`src/evt_ctrl_pkg.sv`:
```
// shared constants and types for the watchdog, interrupt and sleep controller
package evt_ctrl_pkg;
    localparam int NUM_SRC = 5;
    localparam int NUM_PINS = 6;

    localparam logic [5:0] ADR_IRQ_EN = 6'h00;
    localparam logic [5:0] ADR_IRQ_REQ = 6'h04;
    localparam logic [5:0] ADR_EDGE = 6'h08;
    localparam logic [5:0] ADR_OPTION = 6'h0C;
    localparam logic [5:0] ADR_SP = 6'h10;
    localparam logic [5:0] ADR_CMD = 6'h14;
    localparam logic [5:0] ADR_STATUS = 6'h18;
    localparam logic [5:0] ADR_WDT = 6'h1C;
    localparam logic [5:0] ADR_CMP_CTRL = 6'h20;
    localparam logic [5:0] ADR_CMP_SEL = 6'h24;
    localparam logic [5:0] ADR_PIN_WAKE = 6'h28;

    localparam int OPT_WDT_LSB = 0;
    localparam int OPT_FAST_BIT = 5;
    localparam int CMP_EN_BIT = 7;
    localparam int CMP_WAKE_BIT = 6;

    localparam int CMD_WDT_CLR = 0;
    localparam int CMD_GIE_ON = 1;
    localparam int CMD_GIE_OFF = 2;
    localparam int CMD_LIGHT = 3;
    localparam int CMD_DEEP = 4;
    localparam int CMD_RETI = 5;

    localparam logic [18:0] WDT_LIMIT_8K = 19'h02000;
    localparam logic [18:0] WDT_LIMIT_16K = 19'h04000;
    localparam logic [18:0] WDT_LIMIT_64K = 19'h10000;
    localparam logic [18:0] WDT_LIMIT_256K = 19'h40000;
    localparam logic [11:0] WAKE_NORMAL = 12'hBB8;
    localparam logic [11:0] WAKE_FAST = 12'h02D;

    localparam logic [15:0] IRQ_VECTOR = 16'h0010;
    localparam logic [15:0] RESET_VECTOR = 16'h0000;
    localparam logic [7:0] SP_STEP = 8'h02;

    localparam logic [7:0] OPT_RESET = 8'h00;
    localparam logic [9:0] EDGE_RESET = 10'h000;
    localparam logic [4:0] EN_RESET = 5'h00;
    localparam logic [4:0] REQ_RESET = 5'h00;
    localparam logic [7:0] SP_RESET = 8'h00;
    localparam logic [7:0] CMP_RESET = 8'h00;
    localparam logic [5:0] PIN_WAKE_RESET = 6'h00;

    localparam logic [1:0] EDGE_RISE = 2'h1;
    localparam logic [1:0] EDGE_FALL = 2'h2;

    typedef struct packed {
        logic wr_en;
        logic rd_en;
        logic [7:0] addr;
        logic [15:0] wdata;
    } stack_req_t;

    typedef struct packed {
        logic load;
        logic [15:0] target;
    } pc_redirect_t;

    typedef enum logic [3:0] {
        PWR_RUN = 4'h1,
        PWR_LIGHT = 4'h2,
        PWR_DEEP = 4'h4,
        PWR_WAKE = 4'h8
    } pwr_state_t;

    function automatic logic [31:0] merge_lanes(input logic [31:0] old_w,
                                                input logic [31:0] new_w,
                                                input logic [3:0] sel);
        logic [31:0] r;
        r = old_w;
        for (int i = 0; i < 4; i++) begin
            if (sel[i]) begin
                r[i*8 +: 8] = new_w[i*8 +: 8];
            end
        end
        return r;
    endfunction : merge_lanes

    function automatic logic edge_hit(input logic [1:0] sel, input logic rise,
                                      input logic fall);
        case (sel)
            EDGE_RISE: edge_hit = rise;
            EDGE_FALL: edge_hit = fall;
            default: edge_hit = rise | fall;
        endcase
    endfunction : edge_hit
endpackage : evt_ctrl_pkg

```
`src/edge_sync.sv`:
```
// two-flop synchroniser with edge detection for pins and the slow oscillator
`timescale 1ns/1ps
`default_nettype none
module edge_sync #(
    parameter int W = 1
) (
    input wire logic clk,
    input wire logic reset,
    input wire logic [W-1:0] async_in,
    output logic [W-1:0] level,
    output logic [W-1:0] rise,
    output logic [W-1:0] fall
);
    logic [W-1:0] stage1_reg;
    logic [W-1:0] stage2_reg;
    logic [W-1:0] prev_reg;

    // only stage2 looks at stage1, the edge logic sees settled values
    always_ff @(posedge clk or posedge reset) begin
        if (reset) begin
            stage1_reg <= '0;
            stage2_reg <= '0;
            prev_reg <= '0;
        end else begin
            stage1_reg <= async_in;
            stage2_reg <= stage1_reg;
            prev_reg <= stage2_reg;
        end
    end

    assign level = stage2_reg;
    assign rise = stage2_reg & ~prev_reg;
    assign fall = ~stage2_reg & prev_reg;
endmodule : edge_sync
`default_nettype wire

```
`src/evt_ctrl.sv`:
```
// watchdog, interrupt controller and sleep/wake sequencer with a wishbone slave
// What this block does
// - watchdog counts slow RC clocks, cleared by power-on reset or clear command
// - option bits 1:0 pick timeout 8k, 16k, 64k or 256k; default 8k
// - watchdog reaching its timeout resets the chip and restarts the program
// - first watchdog period after wake may be short; firmware clears it
// - five interrupt sources, each with its own enable bit
// - hardware sets request flags; only a software write clears them
// - each source triggers on rising, falling or both edges
// - global enable gates all requests; on and off commands set and clear it
// - request flags set even when the source is disabled
// - entry pushes pc at stack pointer, adds 2, clears global enable, jumps 0x010
// - return pops pc, subtracts 2, sets global enable, resumes interrupted code
// - light sleep stops the system clock and program memory; oscillators stay as they are
// - in light sleep timers on system clock or dead oscillator stop
// - light sleep wakes on pin toggle, timer hit or enabled comparator event
// - deep sleep stops oscillators and program memory; wakes on pin toggle only
// - timer and comparator wake only in light sleep; pins wake both
// - wake delay is 3000 slow clocks normal or 45 fast, by option bit 5
// - fast boot build option forces fast wake timing
// - after pin wake execution continues after the sleep instruction
`timescale 1ns/1ps
`default_nettype none
module evt_ctrl #(
    parameter bit FAST_BOOT = 1'b0
) (
    input wire logic clk,
    input wire logic reset,
    input wire logic wb_cyc_i,
    input wire logic wb_stb_i,
    input wire logic wb_we_i,
    input wire logic [5:0] wb_adr_i,
    input wire logic [3:0] wb_sel_i,
    input wire logic [31:0] wb_dat_i,
    output logic [31:0] wb_dat_o,
    output logic wb_ack_o,
    input wire logic low_speed_rc_osc,
    input wire logic ext_irq_pin,
    input wire logic [5:0] wake_pin,
    input wire logic [5:0] pin_is_output,
    input wire logic [3:0] src_level,
    input wire logic cpu_boundary,
    input wire logic [15:0] cpu_pc,
    input wire logic [15:0] stack_rd_data,
    input wire logic [4:0] timer_hit,
    input wire logic [4:0] timer_on_sysclk,
    input wire logic [4:0] timer_osc_on,
    input wire logic cmp_event,
    output logic chip_reset,
    output evt_ctrl_pkg::stack_req_t stack_req,
    output evt_ctrl_pkg::pc_redirect_t pc_redirect,
    output logic sys_clk_en,
    output logic osc_stop,
    output logic prog_mem_off,
    output logic [4:0] timer_run
);
    logic [4:0] irq_en_reg;
    logic [4:0] irq_req_reg;
    logic [9:0] edge_sel_reg;
    logic [7:0] option_reg;
    logic [7:0] sp_reg;
    logic [7:0] cmp_ctrl_reg;
    logic [7:0] cmp_sel_reg;
    logic [5:0] pin_wake_reg;
    logic gie_reg;
    logic ret_phase_reg;
    logic [17:0] wdt_cnt_reg;
    logic [11:0] wake_cnt_reg;
    logic [3:0] src_prev_reg;
    evt_ctrl_pkg::pwr_state_t pwr_reg;
    evt_ctrl_pkg::pwr_state_t pwr_next;

    logic lrc_tick;
    logic [6:0] pin_rise;
    logic [6:0] pin_fall;
    logic [4:0] src_rise;
    logic [4:0] src_fall;
    logic [4:0] events;
    logic [31:0] rd_mux;
    logic [31:0] wr_word;
    logic bus_req;
    logic bus_wr;
    logic [5:0] cmd;
    logic [18:0] wdt_limit;
    logic [11:0] wake_limit;
    logic wdt_fire;
    logic pin_toggle;
    logic light_wake;
    logic take_irq;

    edge_sync #(.W(1)) lrc_sync (
        .clk(clk),
        .reset(reset),
        .async_in(low_speed_rc_osc),
        .level(),
        .rise(lrc_tick),
        .fall()
    );

    edge_sync #(.W(7)) pin_sync (
        .clk(clk),
        .reset(reset),
        .async_in({wake_pin, ext_irq_pin}),
        .level(),
        .rise(pin_rise),
        .fall(pin_fall)
    );

    // ---------------- wishbone slave ----------------
    assign bus_req = wb_cyc_i & wb_stb_i;
    // a write lands on the edge where the master sees ack
    assign bus_wr = bus_req & wb_we_i & wb_ack_o;
    assign wr_word = evt_ctrl_pkg::merge_lanes(rd_mux, wb_dat_i, wb_sel_i);
    assign cmd = (bus_wr && wb_adr_i == evt_ctrl_pkg::ADR_CMD && wb_sel_i[0]) ?
                 wb_dat_i[5:0] : 6'h00;

    always_comb begin
        case (wb_adr_i)
            evt_ctrl_pkg::ADR_IRQ_EN: rd_mux = {27'h0, irq_en_reg};
            evt_ctrl_pkg::ADR_IRQ_REQ: rd_mux = {27'h0, irq_req_reg};
            evt_ctrl_pkg::ADR_EDGE: rd_mux = {22'h0, edge_sel_reg};
            evt_ctrl_pkg::ADR_OPTION: rd_mux = {24'h0, option_reg};
            evt_ctrl_pkg::ADR_SP: rd_mux = {24'h0, sp_reg};
            evt_ctrl_pkg::ADR_STATUS: rd_mux = {24'h0, pwr_reg, 3'h0, gie_reg};
            evt_ctrl_pkg::ADR_WDT: rd_mux = {14'h0, wdt_cnt_reg};
            evt_ctrl_pkg::ADR_CMP_CTRL: rd_mux = {24'h0, cmp_ctrl_reg};
            evt_ctrl_pkg::ADR_CMP_SEL: rd_mux = {24'h0, cmp_sel_reg};
            evt_ctrl_pkg::ADR_PIN_WAKE: rd_mux = {26'h0, pin_wake_reg};
            default: rd_mux = 32'h0000_0000;
        endcase
    end

    always_ff @(posedge clk or posedge reset) begin
        if (reset) begin
            wb_ack_o <= 1'b0;
            wb_dat_o <= 32'h0000_0000;
        end else begin
            wb_ack_o <= bus_req & ~wb_ack_o;
            if (bus_req && !wb_ack_o) begin
                wb_dat_o <= rd_mux;
            end
        end
    end

    always_ff @(posedge clk or posedge reset) begin
        if (reset) begin
            irq_en_reg <= evt_ctrl_pkg::EN_RESET;
            edge_sel_reg <= evt_ctrl_pkg::EDGE_RESET;
            option_reg <= evt_ctrl_pkg::OPT_RESET;
            cmp_ctrl_reg <= evt_ctrl_pkg::CMP_RESET;
            cmp_sel_reg <= evt_ctrl_pkg::CMP_RESET;
            pin_wake_reg <= evt_ctrl_pkg::PIN_WAKE_RESET;
        end else if (bus_wr) begin
            case (wb_adr_i)
                evt_ctrl_pkg::ADR_IRQ_EN: irq_en_reg <= wr_word[4:0];
                evt_ctrl_pkg::ADR_EDGE: edge_sel_reg <= wr_word[9:0];
                evt_ctrl_pkg::ADR_OPTION: option_reg <= wr_word[7:0];
                evt_ctrl_pkg::ADR_CMP_CTRL: cmp_ctrl_reg <= wr_word[7:0];
                evt_ctrl_pkg::ADR_CMP_SEL: cmp_sel_reg <= wr_word[7:0];
                evt_ctrl_pkg::ADR_PIN_WAKE: pin_wake_reg <= wr_word[5:0];
                default: ;
            endcase
        end
    end

    // ---------------- watchdog ----------------
    always_comb begin
        case (option_reg[evt_ctrl_pkg::OPT_WDT_LSB +: 2])
            2'h1: wdt_limit = evt_ctrl_pkg::WDT_LIMIT_16K;
            2'h2: wdt_limit = evt_ctrl_pkg::WDT_LIMIT_64K;
            2'h3: wdt_limit = evt_ctrl_pkg::WDT_LIMIT_256K;
            default: wdt_limit = evt_ctrl_pkg::WDT_LIMIT_8K;
        endcase
    end

    // the 256k limit needs a nineteenth bit, the count itself stops one short of it
    assign wdt_fire = lrc_tick && (wdt_cnt_reg == 18'(wdt_limit - 19'h00001));

    // wake does not clear the count, so the first period after it can be short
    always_ff @(posedge clk or posedge reset) begin
        if (reset) begin
            wdt_cnt_reg <= 18'h00000;
        end else if (cmd[evt_ctrl_pkg::CMD_WDT_CLR] || wdt_fire) begin
            wdt_cnt_reg <= 18'h00000;
        end else if (lrc_tick) begin
            wdt_cnt_reg <= wdt_cnt_reg + 18'h00001;
        end
    end

    always_ff @(posedge clk or posedge reset) begin
        if (reset) begin
            chip_reset <= 1'b0;
        end else begin
            chip_reset <= wdt_fire;
        end
    end

    // ---------------- interrupt flags ----------------
    always_ff @(posedge clk or posedge reset) begin
        if (reset) begin
            src_prev_reg <= 4'h0;
        end else begin
            src_prev_reg <= src_level;
        end
    end

    assign src_rise = {src_level & ~src_prev_reg, pin_rise[0]};
    assign src_fall = {~src_level & src_prev_reg, pin_fall[0]};

    always_comb begin
        for (int i = 0; i < evt_ctrl_pkg::NUM_SRC; i++) begin
            events[i] = evt_ctrl_pkg::edge_hit(edge_sel_reg[2*i +: 2], src_rise[i],
                                               src_fall[i]);
        end
    end

    // a new event wins over a software clear in the same cycle
    always_ff @(posedge clk or posedge reset) begin
        if (reset) begin
            irq_req_reg <= evt_ctrl_pkg::REQ_RESET;
        end else if (bus_wr && wb_adr_i == evt_ctrl_pkg::ADR_IRQ_REQ) begin
            irq_req_reg <= wr_word[4:0] | events;
        end else begin
            irq_req_reg <= irq_req_reg | events;
        end
    end

    assign take_irq = (pwr_reg == evt_ctrl_pkg::PWR_RUN) && cpu_boundary && gie_reg &&
                      (|(irq_req_reg & irq_en_reg)) && (cmd == 6'h00) &&
                      !ret_phase_reg;

    always_ff @(posedge clk or posedge reset) begin
        if (reset) begin
            gie_reg <= 1'b0;
        end else if (take_irq || cmd[evt_ctrl_pkg::CMD_GIE_OFF]) begin
            gie_reg <= 1'b0;
        end else if (cmd[evt_ctrl_pkg::CMD_GIE_ON] || cmd[evt_ctrl_pkg::CMD_RETI]) begin
            gie_reg <= 1'b1;
        end
    end

    // the stack steps by a whole pc word, so firmware keeps the pointer even
    always_ff @(posedge clk or posedge reset) begin
        if (reset) begin
            sp_reg <= evt_ctrl_pkg::SP_RESET;
        end else if (take_irq) begin
            sp_reg <= sp_reg + evt_ctrl_pkg::SP_STEP;
        end else if (cmd[evt_ctrl_pkg::CMD_RETI]) begin
            sp_reg <= sp_reg - evt_ctrl_pkg::SP_STEP;
        end else if (bus_wr && wb_adr_i == evt_ctrl_pkg::ADR_SP) begin
            sp_reg <= wr_word[7:0];
        end
    end

    // stack memory answers in the same cycle as rd_en
    always_ff @(posedge clk or posedge reset) begin
        if (reset) begin
            stack_req <= '0;
            pc_redirect <= '0;
            ret_phase_reg <= 1'b0;
        end else begin
            stack_req.wr_en <= take_irq;
            stack_req.rd_en <= cmd[evt_ctrl_pkg::CMD_RETI];
            ret_phase_reg <= cmd[evt_ctrl_pkg::CMD_RETI];
            if (take_irq) begin
                stack_req.addr <= sp_reg;
                stack_req.wdata <= cpu_pc;
            end else if (cmd[evt_ctrl_pkg::CMD_RETI]) begin
                stack_req.addr <= sp_reg - evt_ctrl_pkg::SP_STEP;
            end
            pc_redirect.load <= take_irq | ret_phase_reg | wdt_fire;
            if (wdt_fire) begin
                pc_redirect.target <= evt_ctrl_pkg::RESET_VECTOR;
            end else if (take_irq) begin
                pc_redirect.target <= evt_ctrl_pkg::IRQ_VECTOR;
            end else if (ret_phase_reg) begin
                pc_redirect.target <= stack_rd_data;
            end
        end
    end

    // ---------------- sleep and wake ----------------
    assign wake_limit = (FAST_BOOT || option_reg[evt_ctrl_pkg::OPT_FAST_BIT]) ?
                        evt_ctrl_pkg::WAKE_FAST : evt_ctrl_pkg::WAKE_NORMAL;
    assign pin_toggle = |((pin_rise[6:1] | pin_fall[6:1]) & pin_wake_reg &
                          ~pin_is_output);
    assign light_wake = pin_toggle || (|(timer_hit & ~timer_on_sysclk)) ||
                        (cmp_event && cmp_ctrl_reg[evt_ctrl_pkg::CMP_EN_BIT] &&
                         cmp_sel_reg[evt_ctrl_pkg::CMP_WAKE_BIT]);

    always_comb begin
        pwr_next = pwr_reg;
        case (pwr_reg)
            evt_ctrl_pkg::PWR_RUN: begin
                if (cmd[evt_ctrl_pkg::CMD_DEEP]) begin
                    pwr_next = evt_ctrl_pkg::PWR_DEEP;
                end else if (cmd[evt_ctrl_pkg::CMD_LIGHT]) begin
                    pwr_next = evt_ctrl_pkg::PWR_LIGHT;
                end
            end
            evt_ctrl_pkg::PWR_LIGHT: begin
                if (light_wake) begin
                    pwr_next = evt_ctrl_pkg::PWR_WAKE;
                end
            end
            evt_ctrl_pkg::PWR_DEEP: begin
                if (pin_toggle) begin
                    pwr_next = evt_ctrl_pkg::PWR_WAKE;
                end
            end
            evt_ctrl_pkg::PWR_WAKE: begin
                if (lrc_tick && wake_cnt_reg == wake_limit - 12'h001) begin
                    pwr_next = evt_ctrl_pkg::PWR_RUN;
                end
            end
            default: pwr_next = evt_ctrl_pkg::PWR_RUN;
        endcase
        if (wdt_fire) begin
            pwr_next = evt_ctrl_pkg::PWR_RUN;
        end
    end

    always_ff @(posedge clk or posedge reset) begin
        if (reset) begin
            pwr_reg <= evt_ctrl_pkg::PWR_RUN;
        end else begin
            pwr_reg <= pwr_next;
        end
    end

    // the wake delay is timed on the slow RC clock, which must still be running
    always_ff @(posedge clk or posedge reset) begin
        if (reset) begin
            wake_cnt_reg <= 12'h000;
        end else if (pwr_reg != evt_ctrl_pkg::PWR_WAKE) begin
            wake_cnt_reg <= 12'h000;
        end else if (lrc_tick) begin
            wake_cnt_reg <= wake_cnt_reg + 12'h001;
        end
    end

    // clock and power controls follow the next state, so they line up with it
    always_ff @(posedge clk or posedge reset) begin
        if (reset) begin
            sys_clk_en <= 1'b1;
            osc_stop <= 1'b0;
            prog_mem_off <= 1'b0;
            timer_run <= 5'h1F;
        end else begin
            sys_clk_en <= (pwr_next == evt_ctrl_pkg::PWR_RUN);
            osc_stop <= (pwr_next == evt_ctrl_pkg::PWR_DEEP);
            prog_mem_off <= (pwr_next != evt_ctrl_pkg::PWR_RUN);
            if (pwr_next == evt_ctrl_pkg::PWR_DEEP) begin
                timer_run <= 5'h00;
            end else if (pwr_next == evt_ctrl_pkg::PWR_RUN) begin
                timer_run <= timer_osc_on;
            end else begin
                timer_run <= timer_osc_on & ~timer_on_sysclk;
            end
        end
    end
endmodule : evt_ctrl
`default_nettype wire

```
`config.mk`:
```
export PLATFORM = sky130hd
export DESIGN_NAME = evt_ctrl
export DESIGN_NICKNAME = d
export VERILOG_FILES = /design/src/evt_ctrl_pkg.sv /design/src/edge_sync.sv /design/src/evt_ctrl.sv
export SDC_FILE = /design/constraint.sdc
export NUM_CORES = 1
export LEC_CHECK = 0
export BUFFER_PORTS_ARGS = -buffer_cell sky130_fd_sc_hd__buf_2
export CAP_MARGIN = 20
export CELL_PAD_IN_SITES_DETAIL_PLACEMENT = 1
export CELL_PAD_IN_SITES_GLOBAL_PLACEMENT = 2
export CORE_AREA = 2 2 175 177
export DETAILED_ROUTE_END_ITERATION = 10
export DIE_AREA = 0 0 177 179
export PLACE_DENSITY = 0.81
export SLEW_MARGIN = 20
export SYNTH_ARGS = -nofsm -noshare
export SYNTH_HDL_FRONTEND = slang
export SYNTH_SLANG_ARGS = --single-unit
```
`constraint.sdc`:
```
create_clock -name clk -period 5.5 [get_ports clk]
set_clock_uncertainty 0.1 [all_clocks]
set_input_delay 0 -clock clk [delete_from_list [all_inputs] [get_ports clk]]
set_output_delay 0 -clock clk [all_outputs]
set_load 0.02 [all_outputs]
```
==> flow_summary.toml <==
[run_status]
run_status = "finished clean"

[clock_tree]
clock_tree.buffer_depth = 2
clk_pin_slew_worst_paths_ns = 0.08
cts-root-buf = "clkbuf_16"
cts_inserted_buffers = 17
clock_sink_count = 192
clk-insertion-delay-late_ns = 0.44
tritoncts_clock_tree = "done"
cts_htree_levels = 4
post_cts_resized = 0

[global_route]
busiest_layer = "met2"
grt_start_max_net_pins = 79
grt_pass1_vias = 7677
grt_antenna_before_repair = 1
grt_remaining_overflow = 0
grt_use_met3_pct = 2.990
track_usage_pct = 17.63
grt_first_pass_wirelength_mm = 43.11
grt_util_met2_pct = 29.93
use_met1_pct = 23.12

[power]
switching_power_total_uw = 823.6
sw_ratio_pct = 27.26
totalPowerFinal_mw = 3.021
peakVddDrop_v = 0.0001860
power_frac_clock_pct = 39.3
power.leakage_nw = 5.487
power_frac_comb_pct = 10.5
share_seq_of_total_power_pct = 50.2
power_per_cell_area_nw_per_um2 = 263.6
p_int_mw = 2.197

[drt]
wl_per_cell_um = 17.71
antenna_violating_nets_post_route = 0
drt_iter0_markers = 396
first_pass_iters = 4
final_routed_wirelength_across_all_metal_layers_mm = 27.13
viasPerCell = 4.948
drt_drc_violations_left = 0
vias = 7581

[min_path]
worstHoldEndpoint = "pwr_reg[1]"
worst_hold_path.num_cells = 5
holdCritStartpoint = "cmp_event"
hold_path_class = "in -> reg"

[logic_synthesis]
synth_warnings = 0
synth_area_per_cell_um2 = 10.03
syn-cell-area_um2 = 9161
synth_top_flop_cell = "dfrtp_1"
async_flop_share_pct = 100.0
post_synth_main_area_contributors = "dfrtp_1 (51%), nand2_1 (5.7%), o21ai_0 (3.7%), ha_1 (3.3%), mux2_2 (2.6%)"
seq_area_frac_synth_pct = 52.54
postSynthRegisterBits = 192
synth_top_cell_area_share_pct = 50.53
area_leader_netlist = "dfrtp_1"
yosysUniqueCellTypes = 66
synthesis.instances = 913
number_of_synthesized_flops_with_an_enable_pin = 0

[timing]
min_period_ns = 3.399
worst_slack_ns = 2.101
worst-slew-pin-transition_ns = 1.098
hold_slack_ns = 0.01610
timing.final.max_slew_violations = 0
tns_ns = 0
final_count_of_negative_setup_slack_endpoints = 0
timing.max_slew.rel_slack_pct = 26.11
layout_worst_path_cycle_share_pct = 61.80
timing_hold_violations_final = 0
rsz0062_at_grt = "false"
fmax_mhz = 294.2

[floorplan]
chipHeight_um = 179
rows = 64
io-pin-count = 199
floorplan.die_area_um2 = 31680
design.core.area_um2 = 30030
die_width_um = 177
floorplan.initialDensity_pct = 30.51

[finish]
final_core_utilization_pct = 38.17
final_stage_net_count = 1260
area.growth.synth_to_final_pct = 25.12
largest_register_ffs = 25
final_layout_size_suffix_gt1_share_pct = 20.53
instances_no_fill = 1532
stdcell_area_um2 = 11460
fillerInstances = 3431

[setup_path]
wp_data_arrival_ns = 3.66
worst-r2r-setup-slack_ns = 2.10
timing.critical_path.buf_inv = 1
crit-reg2reg-capture = "timer_run[2]"
maximum_fanout_along_the_worst_path = 6
worst_path_max_delay_cell = "nor4_1"
worst-r2r-cell-count = 7
cp_endpoint_kind = "flip-flop"
crit_family = "simple AND/OR/NAND/NOR gates"
cp.required_ns = 5.76
critical_path.max_stage_delay_ns = 0.89
setup.worst_path.start_class = "flip-flop"
critical_path.reg2reg.startpoint = "pin_sync.level[6]"
timing.critical_path.cells = "xnor2_1 -> o32ai_1 -> nor4_1 -> a32oi_1 -> nor3_1 -> a211oi_1 -> dlygate4sd3_1"
cp_class = "reg -> reg"

[placement]
placedCellCount = 1434
postPlaceCellArea_um2 = 10260
place_hpwl_mm = 19.30
routabilityCongestion = 0.8194
buffer_ports.inserted = 160
dpl_worst_slack_ns = 2.310

[job]
max_cap_violations = 0
## logic make-up after synthesis
kind of cell,count (synthesis),share of synthesized area [%]
flip-flops,192,52.54
AND/OR/NAND/NOR,329,17.48
XOR/XNOR,34,3.250
multiplexers,34,4.002
other,1,0.04093
adder cells (fa/ha/maj),24,3.278
buffers and inverters,102,5.203
AO/OA/AOI/OAI,197,14.20
## worst register-to-register path, stage by stage (launching register included)
cell and delay [ns]:
dfrtp_1 0.40, xnor2_1 0.15, o32ai_1 0.10, nor4_1 0.89
a32oi_1 0.28, nor3_1 0.69, a211oi_1 0.10, dlygate4sd3_1 0.60
## Yosys cell counts, drive strengths merged, types with 3 or more instances
library cell,count
nor2,57
a211oi,8
o32ai,3
a31oi,3
o21a,3
a21o,3
a221oi,7
nor3,17
nor3b,8
dfrtp,185
o21ai,71
inv,49
nand3b,3
or3,8
xor2,18
nor4,5
mux2,21
a222oi,6
dfstp,7
o22ai,5
and3,10
a22oi,12
and2,8
mux2i,13
o211ai,7
ha,24
nand2,138
nor4b,3
and4,4
nand2b,7
nand4,11
a22o,22
nor2b,4
a21oi,30
nand3,40
buf,26
xnor2,16
clkbuf,27
## timing repair
item | CTS | global route
hold buffers | 65 | 0
setup buffers | 0 | 0
endpoints found under the hold margin | 135 | 0
## how the worst max path moves through the flow
stage                     slack, ns            to               from  depth (start not counted)
after floorplan                0.18    chip_reset              reset                          1
after global placement         2.34     sp_reg[6]           wb_ack_o                          6
after detailed placement       2.31     sp_reg[6]           wb_ack_o                          6
after CTS                      2.00  timer_run[1]  pin_sync.level[6]                          7
after global routing           1.91  timer_run[1]  pin_sync.level[5]                          7
final                          2.10  timer_run[2]  pin_sync.level[6]                          7
## power groups by stage
stage / Sequential (mW) / Clock (mW) / Combinational (mW)
after floorplan: 1.53 / 0 / 0.178
after global placement: 1.54 / 0 / 0.282
after detailed placement: 1.54 / 0 / 0.287
after CTS: 1.52 / 1.23 / 0.322
after global routing: 1.53 / 1.29 / 0.351
final: 1.52 / 1.19 / 0.317
## final cells by class
cell class                      instances  area (um2)  share of cell area [%]
Inverter                               49       191.4                   1.670
Antenna cell                            1       2.502                 0.02183
Tap cell                              396       495.5                   4.323
Clock buffer                           20       446.7                   3.897
Sequential cell                       192        4813                   41.99
Multi-Input combinational cell        632        3920                   34.20
Timing Repair Buffer                  230        1489                   12.99
Clock inverter                         12       103.9                  0.9060
## cells in the final DEF, fill, tap and decap left out, types with 4 or more instances in the layout
cell / n
o211ai_1: 6
a22oi_1: 12
nand4_1: 11
a22o_1: 22
buf_4: 5
dfstp_2: 7
inv_1: 47
clkbuf_16: 17
a211oi_1: 8
dfrtp_1: 185
nand2b_1: 7
xnor2_1: 16
and2_1: 6
nand3_1: 40
a21oi_1: 30
a222oi_1: 6
or3_1: 8
o21ai_1: 5
buf_2: 160
and3_1: 10
nor2b_1: 4
o21ai_0: 66
o22ai_1: 5
nand2_1: 138
inv_6: 4
dlygate4sd3_1: 65
nor4_1: 4
nor3_1: 15
nor2_1: 56
and4_1: 4
conb_1: 14
mux2i_1: 13
nor3b_1: 8
xor2_1: 18
a221oi_1: 7
mux2_2: 21
ha_1: 24
## routing by layer
| layer | routed length [um] | vias up |
|---|---|---|
| met2 | 13280 | 163 |
| met3 | 994 | 18 |
| met4 | 384 | 0 |
| met5 | 0 | - |
| met1 | 12480 | 3806 |
| li1 | - | 3594 |
No activity file was read; power rests on OpenSTA's default activity.
